$ cat src/hdl/scag_pkg.sv
// Package: constants and types for the stack check and address generator
package scag_pkg;
   localparam int unsigned DATA_W        = 16;
   localparam int unsigned NUM_DEFAULT_WORKING_REG      = 16;
   localparam int unsigned WSEL_W        = 4;
   localparam int unsigned FILE_ADDR_W   = 13;
   localparam int unsigned LIT5_W        = 5;
   localparam logic [3:0]  SP_INDEX      = 4'hf;
   localparam logic [3:0]  WREG0_INDEX   = 4'h0;
   localparam logic [15:0] STACK_FLOOR   = 16'h0800;
   localparam logic [15:0] WORD_STEP     = 16'h0002;
   localparam logic [15:0] DEFAULT_WORKING_REG_RESET    = 16'h0000;
   localparam logic [15:0] SP_RESET      = 16'h0800;
   localparam int unsigned STACK_LIMIT_REG_LSB_POS = 0;

   // Address modes, one-hot
   typedef enum logic [7:0]
   {
      MODE_FILE   = 8'h01,
      MODE_DIRECT = 8'h02,
      MODE_IND    = 8'h04,
      MODE_POST   = 8'h08,
      MODE_PRE    = 8'h10,
      MODE_INDEX  = 8'h20,
      MODE_LITOFS = 8'h40,
      MODE_STACK  = 8'h80
   } scag_mode_e;

   // Stack operations, one-hot
   typedef enum logic [3:0]
   {
      STK_PUSH      = 4'h1,
      STK_POP       = 4'h2,
      STK_CALL_PUSH = 4'h4,
      STK_EXC_PUSH  = 4'h8
   } scag_stk_e;
endpackage

$ cat src/hdl/scag_default_working_reg_if.sv
// Interface: working register file port between the generator and its store
`timescale 1ns/1ps
interface scag_default_working_reg_if;
   logic [3:0]  rdSelA;
   logic [3:0]  rdSelB;
   logic [15:0] rdDataA;
   logic [15:0] rdDataB;
   logic        wrEn;
   logic [3:0]  wrSel;
   logic [15:0] wrData;
   logic [15:0] spValue;
   modport user  (output rdSelA, rdSelB, wrEn, wrSel, wrData,
                  input rdDataA, rdDataB, spValue);
   modport store (input rdSelA, rdSelB, wrEn, wrSel, wrData,
                  output rdDataA, rdDataB, spValue);
endinterface

$ cat src/hdl/scag_top.sv
// Stack check and effective address generator
// Summary of operation
// - Stack pointer holds first free word; stack grows upward.
// - Push writes at pointer then increments; pop decrements then reads.
// - Call push clears the top bit of the pushed upper PC part.
// - Exception push places status low byte beside the upper PC part.
// - Stack limit resets to 0xfffe until software sets it.
// - Stack limit bit 0 always reads zero.
// - Every stack-pointer-based address is compared against the limit.
// - Push at pointer equal to limit passes; the next push traps.
// - Stack address below 0x0800 raises the stack error trap.
// - File direct address comes from a 13-bit field, low 8192 bytes.
// - File instructions use working register zero as implicit register.
// - Transfer instruction reaches the whole data space.
// - Three-operand: first operand direct register; second register, memory, literal.
// - Register indirect uses the pointer unchanged as address.
// - Post-modified uses pointer, then steps pointer by a constant.
// - Pre-modified adds signed constant first, uses updated value.
// - Indexed address is base pointer plus offset working register.
// - Literal offset address is base pointer plus instruction literal.
// - Enabled boot secure RAM only reachable from boot flash code.
// - Enabled general secure RAM only reachable from secure flash code.
`timescale 1ns/1ps
module scag_top
   import scag_pkg::*;
(
   // Clock and reset
   input  wire logic        clk_sys,
   input  wire logic        rst,
   // Request from decode
   input  wire logic        reqValid,
   input  wire logic [7:0]  reqMode,
   input  wire logic [3:0]  basePointerReg,
   input  wire logic [3:0]  offsetWorkingReg,
   input  wire logic [15:0] reqLiteral,
   input  wire logic [12:0] fileAddr,
   input  wire logic        transferInstruction,
   input  wire logic        fileToWorkingReg,
   input  wire logic [15:0] resultData,
   input  wire logic        stackOp,
   input  wire logic [3:0]  stackKind,
   input  wire logic [15:0] pushValue,
   input  wire logic [7:0]  statusLowByte,
   // Working register write from the core
   input  wire logic        wregWrEn,
   input  wire logic [3:0]  wregWrSel,
   input  wire logic [15:0] wregWrData,
   // Stack limit load
   input  wire logic        limitWrEn,
   input  wire logic [15:0] limitWrData,
   // Secure RAM windows and code origin
   input  wire logic        bootRamEn,
   input  wire logic [15:0] bootRamLo,
   input  wire logic [15:0] bootRamHi,
   input  wire logic        secRamEn,
   input  wire logic [15:0] secRamLo,
   input  wire logic [15:0] secRamHi,
   input  wire logic        execBootFlash,
   input  wire logic        execSecFlash,
   // Memory bus
   output logic             memValid,
   output logic             memWrite,
   output logic [15:0]      effectiveAddress,
   output logic [15:0]      memWrData,
   // Operand, stack limit and exception outputs
   output logic [15:0]      operandA,
   output logic [15:0]      stackLimitReg,
   output logic             stackErrorTrap,
   output logic             secureViolation
);
   typedef struct packed
   {
      logic [15:0] limit;
      logic        memValid;
      logic        memWrite;
      logic [15:0] ea;
      logic [15:0] wdata;
      logic [15:0] opA;
      logic        trap;
      logic        secViol;
   } scag_top_s;

   scag_top_s state_q;
   scag_top_s state_d;

   scag_default_working_reg_if wif ();

   scag_default_working_reg_file u_default_working_reg
   (
      .clk_sys (clk_sys),
      .rst     (rst),
      .port    (wif)
   );

   function automatic logic inWindow(input logic [15:0] a, input logic [15:0] lo,
                                     input logic [15:0] hi);
      inWindow = (a >= lo) && (a <= hi);
   endfunction

   // Pointer reads are combinational on the request selects from the
   // registered working registers, so back-to-back requests see updates.
   logic [15:0] ptr;
   logic [15:0] ofs;
   logic [15:0] sp;
   logic [15:0] eaNow;
   logic        isStack;
   logic        isPush;
   logic        ptrWr;
   logic [15:0] ptrNew;
   logic        stkErr;
   logic [15:0] pushWord;
   logic        bootHit;
   logic        secHit;

   assign wif.rdSelA = basePointerReg;
   assign wif.rdSelB = offsetWorkingReg;
   assign ptr        = wif.rdDataA;
   assign ofs        = wif.rdDataB;
   assign sp         = wif.spValue;

   always_comb
   begin
      eaNow    = ptr;
      ptrWr    = 1'b0;
      ptrNew   = ptr;
      isStack  = 1'b0;
      isPush   = 1'b0;
      pushWord = pushValue;
      case (reqMode)
         MODE_FILE:
         begin
            eaNow = {3'h0, fileAddr};
         end
         MODE_DIRECT:
         begin
            eaNow = ptr;
         end
         MODE_IND:
         begin
            eaNow = ptr;
         end
         MODE_POST:
         begin
            eaNow  = ptr;
            ptrWr  = 1'b1;
            ptrNew = ptr + reqLiteral;
         end
         MODE_PRE:
         begin
            ptrNew = ptr + reqLiteral;
            eaNow  = ptrNew;
            ptrWr  = 1'b1;
         end
         MODE_INDEX:
         begin
            eaNow = ptr + ofs;
         end
         MODE_LITOFS:
         begin
            eaNow = ptr + reqLiteral;
         end
         MODE_STACK:
         begin
            isStack = 1'b1;
            ptrWr   = 1'b1;
            case (stackKind)
               STK_POP:
               begin
                  ptrNew = sp - WORD_STEP;
                  eaNow  = ptrNew;
               end
               STK_CALL_PUSH:
               begin
                  isPush   = 1'b1;
                  eaNow    = sp;
                  ptrNew   = sp + WORD_STEP;
                  pushWord = {1'b0, pushValue[14:0]};
               end
               STK_EXC_PUSH:
               begin
                  isPush   = 1'b1;
                  eaNow    = sp;
                  ptrNew   = sp + WORD_STEP;
                  pushWord = {statusLowByte, pushValue[7:0]};
               end
               default:
               begin
                  isPush = 1'b1;
                  eaNow  = sp;
                  ptrNew = sp + WORD_STEP;
               end
            endcase
         end
         default:
         begin
            eaNow = ptr;
         end
      endcase
   end

   // Limit equal lets the access through; any stack access beyond it traps, as does one below STACK_FLOOR.
   assign stkErr = reqValid && (isStack || (basePointerReg == SP_INDEX && reqMode != MODE_FILE
                   && reqMode != MODE_DIRECT))
                   && ((eaNow > state_q.limit) || (eaNow < STACK_FLOOR));

   assign bootHit = bootRamEn && inWindow(eaNow, bootRamLo, bootRamHi) && !execBootFlash;
   assign secHit  = secRamEn && inWindow(eaNow, secRamLo, secRamHi) && !execSecFlash;

   // Pointer updates take priority over a core write to the same cycle
   always_comb
   begin
      wif.wrEn   = wregWrEn;
      wif.wrSel  = wregWrSel;
      wif.wrData = wregWrData;
      if (reqValid && ptrWr && !stkErr)
      begin
         wif.wrEn   = 1'b1;
         wif.wrSel  = isStack ? SP_INDEX : basePointerReg;
         wif.wrData = ptrNew;
      end
      else if (reqValid && reqMode == MODE_FILE && fileToWorkingReg)
      begin
         wif.wrEn   = 1'b1;
         wif.wrSel  = WREG0_INDEX;
         wif.wrData = resultData;
      end
   end

   always_comb
   begin
      state_d          = state_q;
      state_d.trap     = stkErr;
      state_d.secViol  = reqValid && (bootHit || secHit);
      state_d.memValid = reqValid && !stkErr && !bootHit && !secHit && reqMode != MODE_DIRECT;
      state_d.memWrite = isPush || (reqMode == MODE_FILE && !fileToWorkingReg);
      state_d.ea       = eaNow;
      state_d.wdata    = isPush ? pushWord : resultData;
      state_d.opA      = ptr;
      if (transferInstruction && reqMode == MODE_LITOFS)
      begin
         state_d.ea = ptr + reqLiteral;
      end
      if (limitWrEn)
      begin
         state_d.limit = {limitWrData[15:1], 1'b0};
      end
   end

   always_ff @(posedge clk_sys or posedge rst)
   begin
      if (rst)
      begin
         // Limit comes up at the top so only the floor check traps before software loads it
         state_q       <= '0;
         state_q.limit <= 16'hfffe;
      end
      else
      begin
         state_q <= state_d;
      end
   end

   assign memValid         = state_q.memValid;
   assign memWrite         = state_q.memWrite;
   assign effectiveAddress = state_q.ea;
   assign memWrData        = state_q.wdata;
   assign operandA         = state_q.opA;
   assign stackLimitReg    = state_q.limit;
   assign stackErrorTrap   = state_q.trap;
   assign secureViolation  = state_q.secViol;

   a_limit_lsb_zero: assert property (@(posedge clk_sys) disable iff (rst)
      stackLimitReg[0] == 1'b0) else $error("limit bit 0 set");
   a_trap_one_cycle: assert property (@(posedge clk_sys) disable iff (rst)
      $rose(stackErrorTrap) |-> ##1 (!stackErrorTrap || $past(stkErr)))
      else $error("trap not tied to cause");
   a_floor_trap: assert property (@(posedge clk_sys) disable iff (rst)
      (reqValid && isStack && eaNow < STACK_FLOOR) |=> stackErrorTrap)
      else $error("underflow missed");
   a_equal_push_ok: assert property (@(posedge clk_sys) disable iff (rst)
      (reqValid && isPush && eaNow == state_q.limit && eaNow >= STACK_FLOOR)
      |=> !stackErrorTrap) else $error("push at limit trapped");
   a_push_over_trap: assert property (@(posedge clk_sys) disable iff (rst)
      (reqValid && isPush && eaNow > state_q.limit) |=> stackErrorTrap)
      else $error("push over limit missed");
   a_call_msb_clr: assert property (@(posedge clk_sys) disable iff (rst)
      (reqValid && reqMode == MODE_STACK && stackKind == STK_CALL_PUSH)
      |=> !memWrData[15]) else $error("call push msb set");
   a_file_range: assert property (@(posedge clk_sys) disable iff (rst)
      (reqValid && reqMode == MODE_FILE) |=> effectiveAddress < 16'h2000)
      else $error("file address out of range");
   a_pre_uses_new: assert property (@(posedge clk_sys) disable iff (rst)
      (reqValid && reqMode == MODE_PRE) |=> effectiveAddress == $past(ptrNew))
      else $error("pre-modify address wrong");
   a_boot_gate: assert property (@(posedge clk_sys) disable iff (rst)
      (reqValid && bootHit) |=> (secureViolation && !memValid))
      else $error("boot ram not gated");
endmodule

$ cat src/hdl/scag_default_working_reg_file.sv
// Working register file; read ports select straight from the register array
`timescale 1ns/1ps
module scag_default_working_reg_file
   import scag_pkg::*;
(
   // Clock and reset
   input wire logic clk_sys,
   input wire logic rst,
   // Register port
   scag_default_working_reg_if.store port
);
   typedef struct packed
   {
      logic [NUM_DEFAULT_WORKING_REG-1:0][15:0] regs;
   } scag_wf_s;

   scag_wf_s state_q;
   scag_wf_s state_d;

   always_comb
   begin
      state_d = state_q;
      if (port.wrEn)
      begin
         state_d.regs[port.wrSel] = port.wrData;
      end
   end

   always_ff @(posedge clk_sys or posedge rst)
   begin
      if (rst)
      begin
         state_q      <= '0;
         state_q.regs[SP_INDEX] <= SP_RESET;
      end
      else
      begin
         state_q <= state_d;
      end
   end

   // Selects arrive with the request, so the read cannot wait a cycle;
   // a pointer written at one edge is seen by the request after it
   assign port.rdDataA = state_q.regs[port.rdSelA];
   assign port.rdDataB = state_q.regs[port.rdSelB];
   assign port.spValue = state_q.regs[SP_INDEX];
endmodule

$ cat config.mk
export PLATFORM = sky130hd
export DESIGN_NAME = scag_top
export DESIGN_NICKNAME = d
export VERILOG_FILES = /design/src/hdl/scag_pkg.sv /design/src/hdl/scag_default_working_reg_if.sv /design/src/hdl/scag_top.sv /design/src/hdl/scag_default_working_reg_file.sv
export SDC_FILE = /design/constraint.sdc
export NUM_CORES = 1
export LEC_CHECK = 0
export ABC_CLOCK_PERIOD_IN_PS = 9000
export BUFFER_PORTS_ARGS = -buffer_cell sky130_fd_sc_hd__buf_4
export CORE_ASPECT_RATIO = 1.4
export CORE_UTILIZATION = 48
export DETAILED_ROUTE_END_ITERATION = 10
export GPL_ROUTABILITY_DRIVEN = 1
export MAX_ROUTING_LAYER = met4
export PLACE_DENSITY_LB_ADDON = 0.05
export SLEW_MARGIN = 20
export SYNTH_ARGS = -nofsm -noshare
export SYNTH_HDL_FRONTEND = slang
export SYNTH_SLANG_ARGS = --single-unit
$ cat constraint.sdc
create_clock -name clk_sys -period 9 [get_ports clk_sys]
set_clock_uncertainty 0.2 [all_clocks]
set_input_delay 0 -clock clk_sys [delete_from_list [all_inputs] [get_ports clk_sys]]
set_output_delay 0 -clock clk_sys [all_outputs]
set_load 0.005 [all_outputs]
; ---- Word level (Yosys, flattened, before mapping)
; Cells that the tools add are included.
[classes]
n_addsub = 4
n_mul = 0
n_div = 0
order_cmp = 10
n_eq_ne = 12
shift = 0
n_mux = 26
bitwise = 0
reduce_logical = 35
[op_table]
columns = cell, count
row1 = $bwmux W256, 1
row2 = $mux W16, 10
row3 = $bmux W16 S4, 2
row4 = $demux W16 S4, 1
row5 = $pmux W16 S2, 2
row6 = $pmux W16 S4, 1
row7 = $add A16 B16 Y16, 2
row8 = $ge A16 B16 Y1, 2
row9 = $le A16 B16 Y1, 2
row10 = $logic_and A1 B1 Y1, 22
row11 = $add A16 B2 Y16 const B, 1
row12 = $gt A16 B16 Y1, 1
row13 = $lt A16 B12 Y1 const B, 1
row14 = $sub A16 B2 Y16 const B, 1
row15 = $lt A4 B5 Y1 const B, 3
row16 = $mux W4, 3
row17 = $eq A4 B4 Y1 const B, 2
row18 = $eq A8 B1 Y1 const B, 1
row19 = $eq A8 B4 Y1 const B, 1
row20 = $eq A8 B5 Y1 const B, 1
row21 = $eq A8 B6 Y1 const B, 1
row22 = $eq A8 B7 Y1 const B, 1
row23 = $eq A8 B8 Y1 const B, 1
row24 = $ne A8 B1 Y1 const B, 1
row25 = other kinds (9), 23
[word_totals]
reg_bits = 323
latchBits = 0
ramBits = 0
mem_bits_ro = 0
in_bits = 201
out_inout_bits = 68
elab_cells = 111
mem_count = 0

; ---- Longest topological paths before layout
; Gate-level depths: netlist of the first run.
[logic_depth]
word_depth = 15
depth_mapped = 31
ltp_nobuf = 23

; ---- By module
; From an unflattened synthesis of the first run, not the netlist that was laid out.
[hier_totals]
cells_unflattened = 1793
area_unflattened_um2 = 21535.7
[by_module_without_submodules]
columns = module, instances, cells_per_inst, area_per_inst_um2, seq_area_each_um2
row1 = scag_default_working_reg_file, 1, 864, 13908.3, 6407.4
row2 = scag_top, 1, 929, 7627.3, 1695.4

; ---- Worst setup path after synthesis of the first run
; No wires, ideal clock.
[synth_timing]
kind = input -> register
start = input port basePointerReg[0]
end = register u_default_working_reg.state_q[15] (netlist name)
setup_time_ps = 126
t_arrival_ps = 6865
path_slack_ps = 1809
path_stages = 27
n_path_buf = 8
path_cell_list = buf_6 > buf_2 > buf_2 > buf_1 > clkbuf_1 > mux4_2 > mux4_2 > ha_1 > o21ai_0 > o211ai_1 > a41oi_1 > a21oi_1 > xor2_1 > and2_1 > o31ai_1 > inv_1 > ha_1 > nand4_1 > or4_1 > o32ai_1 > o21bai_1 > a41oi_2 > buf_4 > buf_4 > buf_2 > nor3_1 > a221o_1
[synth_between]
elab_chain_cells = 15
word_cells_on_any_way = 27
[synth_rtl]
columns = item, line_no
row1 = from (decl), scag_top.sv:33  ; input wire logic [3:0] basePointerReg,
row2 = $bmux W16 S4 (*), scag_default_working_reg_file.sv:44  ; assign port.rdDataA = state_q.regs[port.rdSelA];
row3 = $mux W16 (implied by the code) (*), scag_default_working_reg_file.sv:44
row4 = net ptr[4], scag_top.sv:102  ; logic [15:0] ptr;
row5 = "$add A16 B16 Y16, on equally long branches", n/a
row6 = $pmux W16 S4, scag_top.sv:129  ; case (reqMode)
row7 = $gt A16 B16 Y1 or $lt A16 B12 Y1 (tied branches), scag_top.sv:204  ; && ((eaNow > state_q.limit) || (eaNow < STACK_FLOOR));
row8 = $logic_or A1 B1 Y1, scag_top.sv:204
row9 = $logic_and A1 B1 Y1, scag_top.sv:204
row10 = $logic_not A1 Y1, scag_top.sv:215  ; if (reqValid && ptrWr && !stkErr)
row11 = $logic_and A1 B1 Y1, scag_top.sv:215
row12 = $mux W4, scag_top.sv:215
row13 = $lt A4 B5 Y1 (implied by the code) or $ge A4 B1 Y1 (tied branches), scag_default_working_reg_file.sv:25  ; state_d.regs[port.wrSel] = port.wrData;
row14 = $logic_and A1 B1 Y1 (implied by the code), scag_default_working_reg_file.sv:25
row15 = $mux W16 (implied by the code), scag_default_working_reg_file.sv:25
row16 = $demux W16 S4, n/a
row17 = $bwmux W256, scag_default_working_reg_file.sv:25
row18 = to (signal assigned), scag_default_working_reg_file.sv:38  ; state_q <= state_d;
row19 = to (decl), scag_default_working_reg_file.sv:17  ; scag_wf_s state_q;
; The timed path passes the listed nets; every way through them passes the cells marked *. The select of a mux whose other input is x is not followed.
; A chain may end at the register's enable or synchronous reset.

==> results of run 1 <==
[cell families (layout without fill, tap and decap cells)]
| kind of cell | after synthesis | in the layout | share of synthesized area (%) |
|---|---|---|---|
| buffers and inverters | 315 | 661 | 5.79 |
| muxes | 197 | 197 | 16.8 |
| xor gates and xnor gates | 53 | 53 | 1.97 |
| DFF | 323 | 323 | 34.3 |
| adders and majority gates | 113 | 113 | 6.05 |
| AOI/OAI and AO/OA | 532 | 532 | 18.9 |
| other | 1 | 1 | 0.0159 |
| and+or+nand+nor | 819 | 819 | 16.2 |
[power breakdown]
group	internal, uW	total (uW)	switching [uW]
Sequential	1760	2020	268
Clock	886	1550	666
Combinational	1060	2050	998
[layout by cell type, fill, tap and decap left out, types with 68 or more instances in the layout]
cell           instances
a221o_1              224
buf_4                343
dfrtp_1              307
dlygate4sd3_1        149
ha_1                 111
inv_1                 93
mux4_2               158
nand2_1              133
nor2_1               272
nor3_1               243
o21ai_0               68
[sequential cells by signal, summed over array words and instances, names as in the netlist]
signal,flops
operandA,16
effectiveAddress,16
u_default_working_reg.state_q,240
memValid,1
memWrData,16
secureViolation,1
memWrite,1
stackLimitReg,15
stackErrorTrap,1
u_default_working_reg.port.spValue,16
[what timing repair did]
action / in CTS / in global routing
setup buffers: 0 / 0
hold endpoints to repair: 366 / 19
hold buffers: 148 / 1
[worst min-delay path, cell delays in order]
cell and delay, ps:
buf_4 80, mux2_2 130, dlygate4sd3_1 530
[metrics by stage]
stage          total power (uW)  hold slack, ps  cell area [um^2]  utilization [%]
2_1_floorplan              3260           -92.7             23600                -
3_3_place_gp               3930            11.6             26200             54.2
3_5_place_dp               4000            14.8             26200             54.2
4_1_cts                    5620            1.26             28800             59.8
5_1_grt                    5890            13.8             28900             59.8
6_report                   5630            12.6             28900             59.8
[worst max path at each step]
stage / start / endpoint / slack, ps
floorplan: basePointerReg[0] / u_default_working_reg.state_q[15]$_DFFE_PP0P_ / 1810
global placement: basePointerReg[0] / u_default_working_reg.state_q[48]$_DFFE_PP0P_ / 980
detailed placement: basePointerReg[0] / u_default_working_reg.state_q[73]$_DFFE_PP0P_ / 910
CTS: u_default_working_reg.port.spValue[0]$_DFFE_PP0P_ / memValid$_DFF_PP0_ / 1040
global route: u_default_working_reg.port.spValue[0]$_DFFE_PP0P_ / memValid$_DFF_PP0_ / 580
finish: u_default_working_reg.port.spValue[0]$_DFFE_PP0P_ / memValid$_DFF_PP0_ / 930
[routing by layer]
| metal | part of all wire (%) | wire [um] | vias up |
|---|---|---|---|
| met5 | 0 | 0 | - |
| met4 | 5.4 | 4590 | 0 |
| met3 | 6.7 | 5740 | 240 |
| met2 | 51 | 43400 | 1076 |
| met1 | 37 | 31500 | 10900 |
| li1 | - | - | 9717 |
[cell type report]
| cell class | count | area, um^2 |
|---|---|---|
| Multi-Input combinational cell | 1715 | 14200 |
| Clock inverter | 13 | 179 |
| Fill cell | 4049 | 19400 |
| Inverter | 94 | 357 |
| Sequential cell | 323 | 8100 |
| Clock buffer | 52 | 1020 |
| Timing Repair Buffer | 502 | 4270 |
| Tap cell | 630 | 788 |
==> results.json, run 1 <==
{
  "status": "complete, no violations",
  "place_hpwl_um": 63200,
  "yosysMostFrequentCell": "dfrtp_1",
  "final_nets": 2986,
  "gp_congestion": 0.979,
  "cts_num_sinks": 323,
  "setup_violations": 0,
  "critPathKind": "reg2reg",
  "hold_viol_final": 0,
  "ir_worst_vdd_v": 0.000123,
  "drive_above_1_share_pct": 22.9,
  "period_minus_slack_ps": 8070,
  "critPathTopFamily": "compound AO/OA/AOI/OAI gates",
  "drt-initial-drc-count": 1800,
  "yosysWarningCount": 0,
  "chipHeight_um": 264,
  "cp-start-kind": "register",
  "reg2reg_depth": 25,
  "core_area_um2": 48300,
  "hold-path-cell-count": 3,
  "num_io_pins": 269,
  "synthArstFlopShare_pct": 100,
  "path_max_fanout": 5,
  "synth-main-ff-cell": "dfrtp_1",
  "fin_setup_tns_ps": 0,
  "crit_buf_inv": 5,
  "min_to": "memWrData[2]$_DFF_PP0_",
  "globalRouteMet2Util_pct": 59.6,
  "routedWlPerCell_um": 25.6,
  "clock_latency_ps": 560,
  "final_max_slew_viol_count": 0,
  "cts_max_level": 2,
  "synth_commonest_cells": "dfrtp_1 (307), nor2_1 (272), nor3_1 (243)",
  "min_from": "resultData[2]",
  "critPathCaptureType": "register",
  "reg2reg_slack_ps": 930,
  "critPathMaxStageDelay_ps": 600,
  "die-area_um2": 50100,
  "clock-root-buffer": "clkbuf_16",
  "first_pass_iters": 7,
  "syn_nets": 2667,
  "ys_seq_area_share_pct": 34.3,
  "synth_top_area_share_pct": 32.5,
  "cp_slowest_cell": "mux4_2",
  "fin_cells": 3329,
  "grt_use_met3_pct": 4.70,
  "power.leakage_uw": 0.0122,
  "tightest_slew_ps": 1160,
  "postRouteAntennaNets": 0,
  "ys_types": 73,
  "cts_tree": "done",
  "power_density_nw_per_um2": 195,
  "post_cts_resized": 0,
  "synthesis.area_um2": 23600,
  "drcViolationCount": 0,
  "gr-max-usage-layer": "met2",
  "dpl.cell_count": 3114,
  "vias": 21900,
  "ys_seq_elements": 323,
  "post-route-period-util_pct": 89.7,
  "synth_top_cell_by_area": "dfrtp_1",
  "grtUsageTotal_pct": 35.1,
  "slew_headroom_pct": 22.5,
  "fmax_mhz": 124,
  "crit_cells": 25,
  "grt_overflow": 0,
  "rsz0062_at_grt": "no",
  "syn_avg_cell_area_um2": 10.0,
  "antenna_found_initial": 0,
  "wirelength_um": 85200,
  "cts_buffers": 36,
  "hp-class": "in2reg",
  "portBuffers": 264,
  "initial_core_util_pct": 48.9,
  "synth-edff-count": 0,
  "drt-vias-per-instance": 6.59,
  "cap_violations": 0,
  "antenna_cells": 0,
  "r2r-start": "u_default_working_reg.port.spValue[0]$_DFFE_PP0P_",
  "grt_pass1_vias": 22100,
  "grt_start_max_net_pins": 180,
  "r2r_end": "memValid$_DFF_PP0_",
  "syn2layout_area_growth_pct": 22.3,
  "use_met1_pct": 40.1,
  "required_ps": 9290,
  "clkTransAtPathRegs_ps": 60,
  "rows": 95,
  "dieWidth_um": 189,
  "worst_slack_ps": 925,
  "yosys-top-cells-area": "dfrtp_1 (33%), mux4_2 (15%), a221o_1 (9.5%), ha_1 (5.9%), nor3_1 (5.2%)",
  "syn_inst": 2353,
  "critPathArrivalTime_ps": 8360,
  "clk_path_buf_depth": 3,
  "pre_cts_slack_ps": 905,
  "grt_pass1_wl_um": 130000
}
Note: power is estimated with default switching activity, not from simulation.
==> run 2: changes to the inputs <==
--- a/config.mk
+++ b/config.mk
@@ -5,12 +5,13 @@
 export SDC_FILE = /design/constraint.sdc
 export NUM_CORES = 1
 export LEC_CHECK = 0
-export ABC_CLOCK_PERIOD_IN_PS = 9000
+export ABC_CLOCK_PERIOD_IN_PS = 9650
 export BUFFER_PORTS_ARGS = -buffer_cell sky130_fd_sc_hd__buf_4
 export CORE_ASPECT_RATIO = 1.4
 export CORE_UTILIZATION = 48
 export DETAILED_ROUTE_END_ITERATION = 10
 export GPL_ROUTABILITY_DRIVEN = 1
+export HOLD_SLACK_MARGIN = 0.1
 export MAX_ROUTING_LAYER = met4
 export PLACE_DENSITY_LB_ADDON = 0.05
 export SLEW_MARGIN = 20
==> constraint.sdc (replaced) <==
create_clock -name clk_sys -period 9.65 [get_ports clk_sys]
set_clock_uncertainty 0.2 [all_clocks]
set_input_delay 0 -clock clk_sys [delete_from_list [all_inputs] [get_ports clk_sys]]
set_output_delay 0 -clock clk_sys [all_outputs]
set_load 0.005 [all_outputs]
==> results.json, run 2 (same netlist as run 1, synthesis figures left out) <==
{
  "dieWidth_um": 189,
  "num_io_pins": 269,
  "drive_above_1_share_pct": 22.3,
  "drcViolationCount": 0,
  "cp_slowest_cell": "a41oi_1",
  "crit_buf_inv": 8,
  "chipHeight_um": 264,
  "routedWlPerCell_um": 25.4,
  "antenna_found_initial": 1,
  "required_ps": 9930,
  "critPathKind": "in2reg",
  "switchingPower_uw": 1840,
  "post_cts_buffers": 0,
  "power_density_nw_per_um2": 183,
  "top_register": "u_default_working_reg.state_q",
  "postRouteAntennaNets": 0,
  "critPathTopFamily": "buffers and inverters",
  "cts_num_sinks": 323,
  "cts_buffers": 37,
  "syn2layout_area_growth_pct": 25.5,
  "power.leakage_uw": 0.0125,
  "path_max_fanout": 65,
  "cp-start-kind": "input pin",
  "largest_reg_flops": 240,
  "clock_latency_ps": 560,
  "clkTransAtPathRegs_ps": 70,
  "grt_overflow": 0,
  "place_hpwl_um": 62100,
  "grtUsageTotal_pct": 35.7,
  "hp-class": "in2reg",
  "clkPwrFrac_pct": 29.6,
  "path_common_cell": "buf_4",
  "final_nets": 3049,
  "fmax_mhz": 110,
  "clk_path_buf_depth": 3,
  "drt-initial-drc-count": 1945,
  "grt_pass1_wl_um": 134000,
  "final_cell_mix": "buf_4 (335), dfrtp_1 (307), nor2_1 (272), nor3_1 (243), a221o_1 (224)",
  "slew_headroom_pct": 22.0,
  "cts_max_level": 2,
  "rsz0062_at_grt": "no",
  "grt_start_max_net_pins": 175,
  "fin_setup_tns_ps": 0,
  "initial_core_util_pct": 48.9,
  "portBuffers": 264,
  "period_minus_slack_ps": 9090,
  "die-area_um2": 50100,
  "gp_congestion": 0.935,
  "final_common_cell": "buf_4",
  "p_comb_share_pct": 35.5,
  "switching_share_pct": 33.8,
  "status": "complete, no violations",
  "drt-vias-per-instance": 6.52,
  "first_pass_iters": 6,
  "pwr-share-seq_pct": 34.9,
  "ir_worst_vdd_v": 0.000126,
  "core_area_um2": 48300,
  "final_max_slew_viol_count": 0,
  "rows": 95,
  "critPathArrivalTime_ps": 9370,
  "hold_viol_final": 0,
  "clock-root-buffer": "clkbuf_16",
  "cts_tree": "done",
  "critPathCaptureType": "register",
  "vias": 22200,
  "setup_violations": 0,
  "tightest_slew_ps": 1170,
  "post-route-period-util_pct": 94.2,
  "pre_cts_slack_ps": 1260,
  "worst_slack_ps": 562,
  "intPower_uw": 3590,
  "cap_violations": 0,
  "critPathMaxStageDelay_ps": 700,
  "grt_pass1_vias": 22700,
  "wirelength_um": 86300
}
[run 2: tightest hold or removal path: stages]
cell and delay (ps):
buf_4 120, nor3_1 60, nand3_1 370, a21oi_1 280
[run 2: final timing paths]
kind	from	end	slack (ps)	cells after the start
setup / recovery	basePointerReg[1]	u_default_working_reg.state_q[144]$_DFFE_PP0P_	560	26
hold / removal	reqMode[7]	effectiveAddress[0]$_DFF_PP0_	130	4
hold reg to reg	u_default_working_reg.state_q[43]$_DFFE_PP0P_	u_default_working_reg.state_q[43]$_DFFE_PP0P_	330	1
max in group asynchronous	rst	memWrData[13]$_DFF_PP0_	7190	6
min in group asynchronous	rst	operandA[3]$_DFF_PP0_	580	4
setup reg to reg	u_default_working_reg.port.spValue[0]$_DFFE_PP0P_	u_default_working_reg.state_q[144]$_DFFE_PP0P_	590	24
[run 2: stage by stage]
stage	power [uW]	cell area (um^2)	utilization (%)	instances	hold slack (ps)
finish	5420	29600	61.4	3395	133
global route	5670	29600	61.4	3395	166
CTS	5400	29600	61.3	3393	108
detailed placement	3700	26000	53.9	3102	-7.27
global placement	3630	26000	53.9	3102	-18.3
floorplan	3040	23600	-	2353	-92.7
[run 2: final cells by class]
cell class              instances  area, um^2
fillers                      3999       18600
multi-input cells            1715       14200
clock inverters                25         374
well taps                     630         788
flip-flops and latches        323        8100
diodes                          1        2.50
inverters                      94         360
repair buffers                564        4870
clock buffers                  43         978
[run 2: metal layers]
layer	global-route usage [%]	wire (um)	vias to the layer above
li1	-	-	9836
met1	41.0	31700	11000
met2	62.0	44900	1131
met3	4.54	5850	212
met4	15.7	3910	0
met5	-	0	-
[run 2: repair_timing]
action,4_1_cts,5_1_grt
hold buffers,223,0
hold endpoints to repair,422,0
resized for setup,0,0
[run 2: power by group through the flow]
stage | logic [uW] | clock network, uW | registers (uW)
finish | 1930 | 1600 | 1890
global route | 2070 | 1670 | 1920
CTS | 1900 | 1620 | 1880
detailed placement | 1800 | 0 | 1900
global placement | 1760 | 0 | 1870
floorplan | 1250 | 0 | 1800
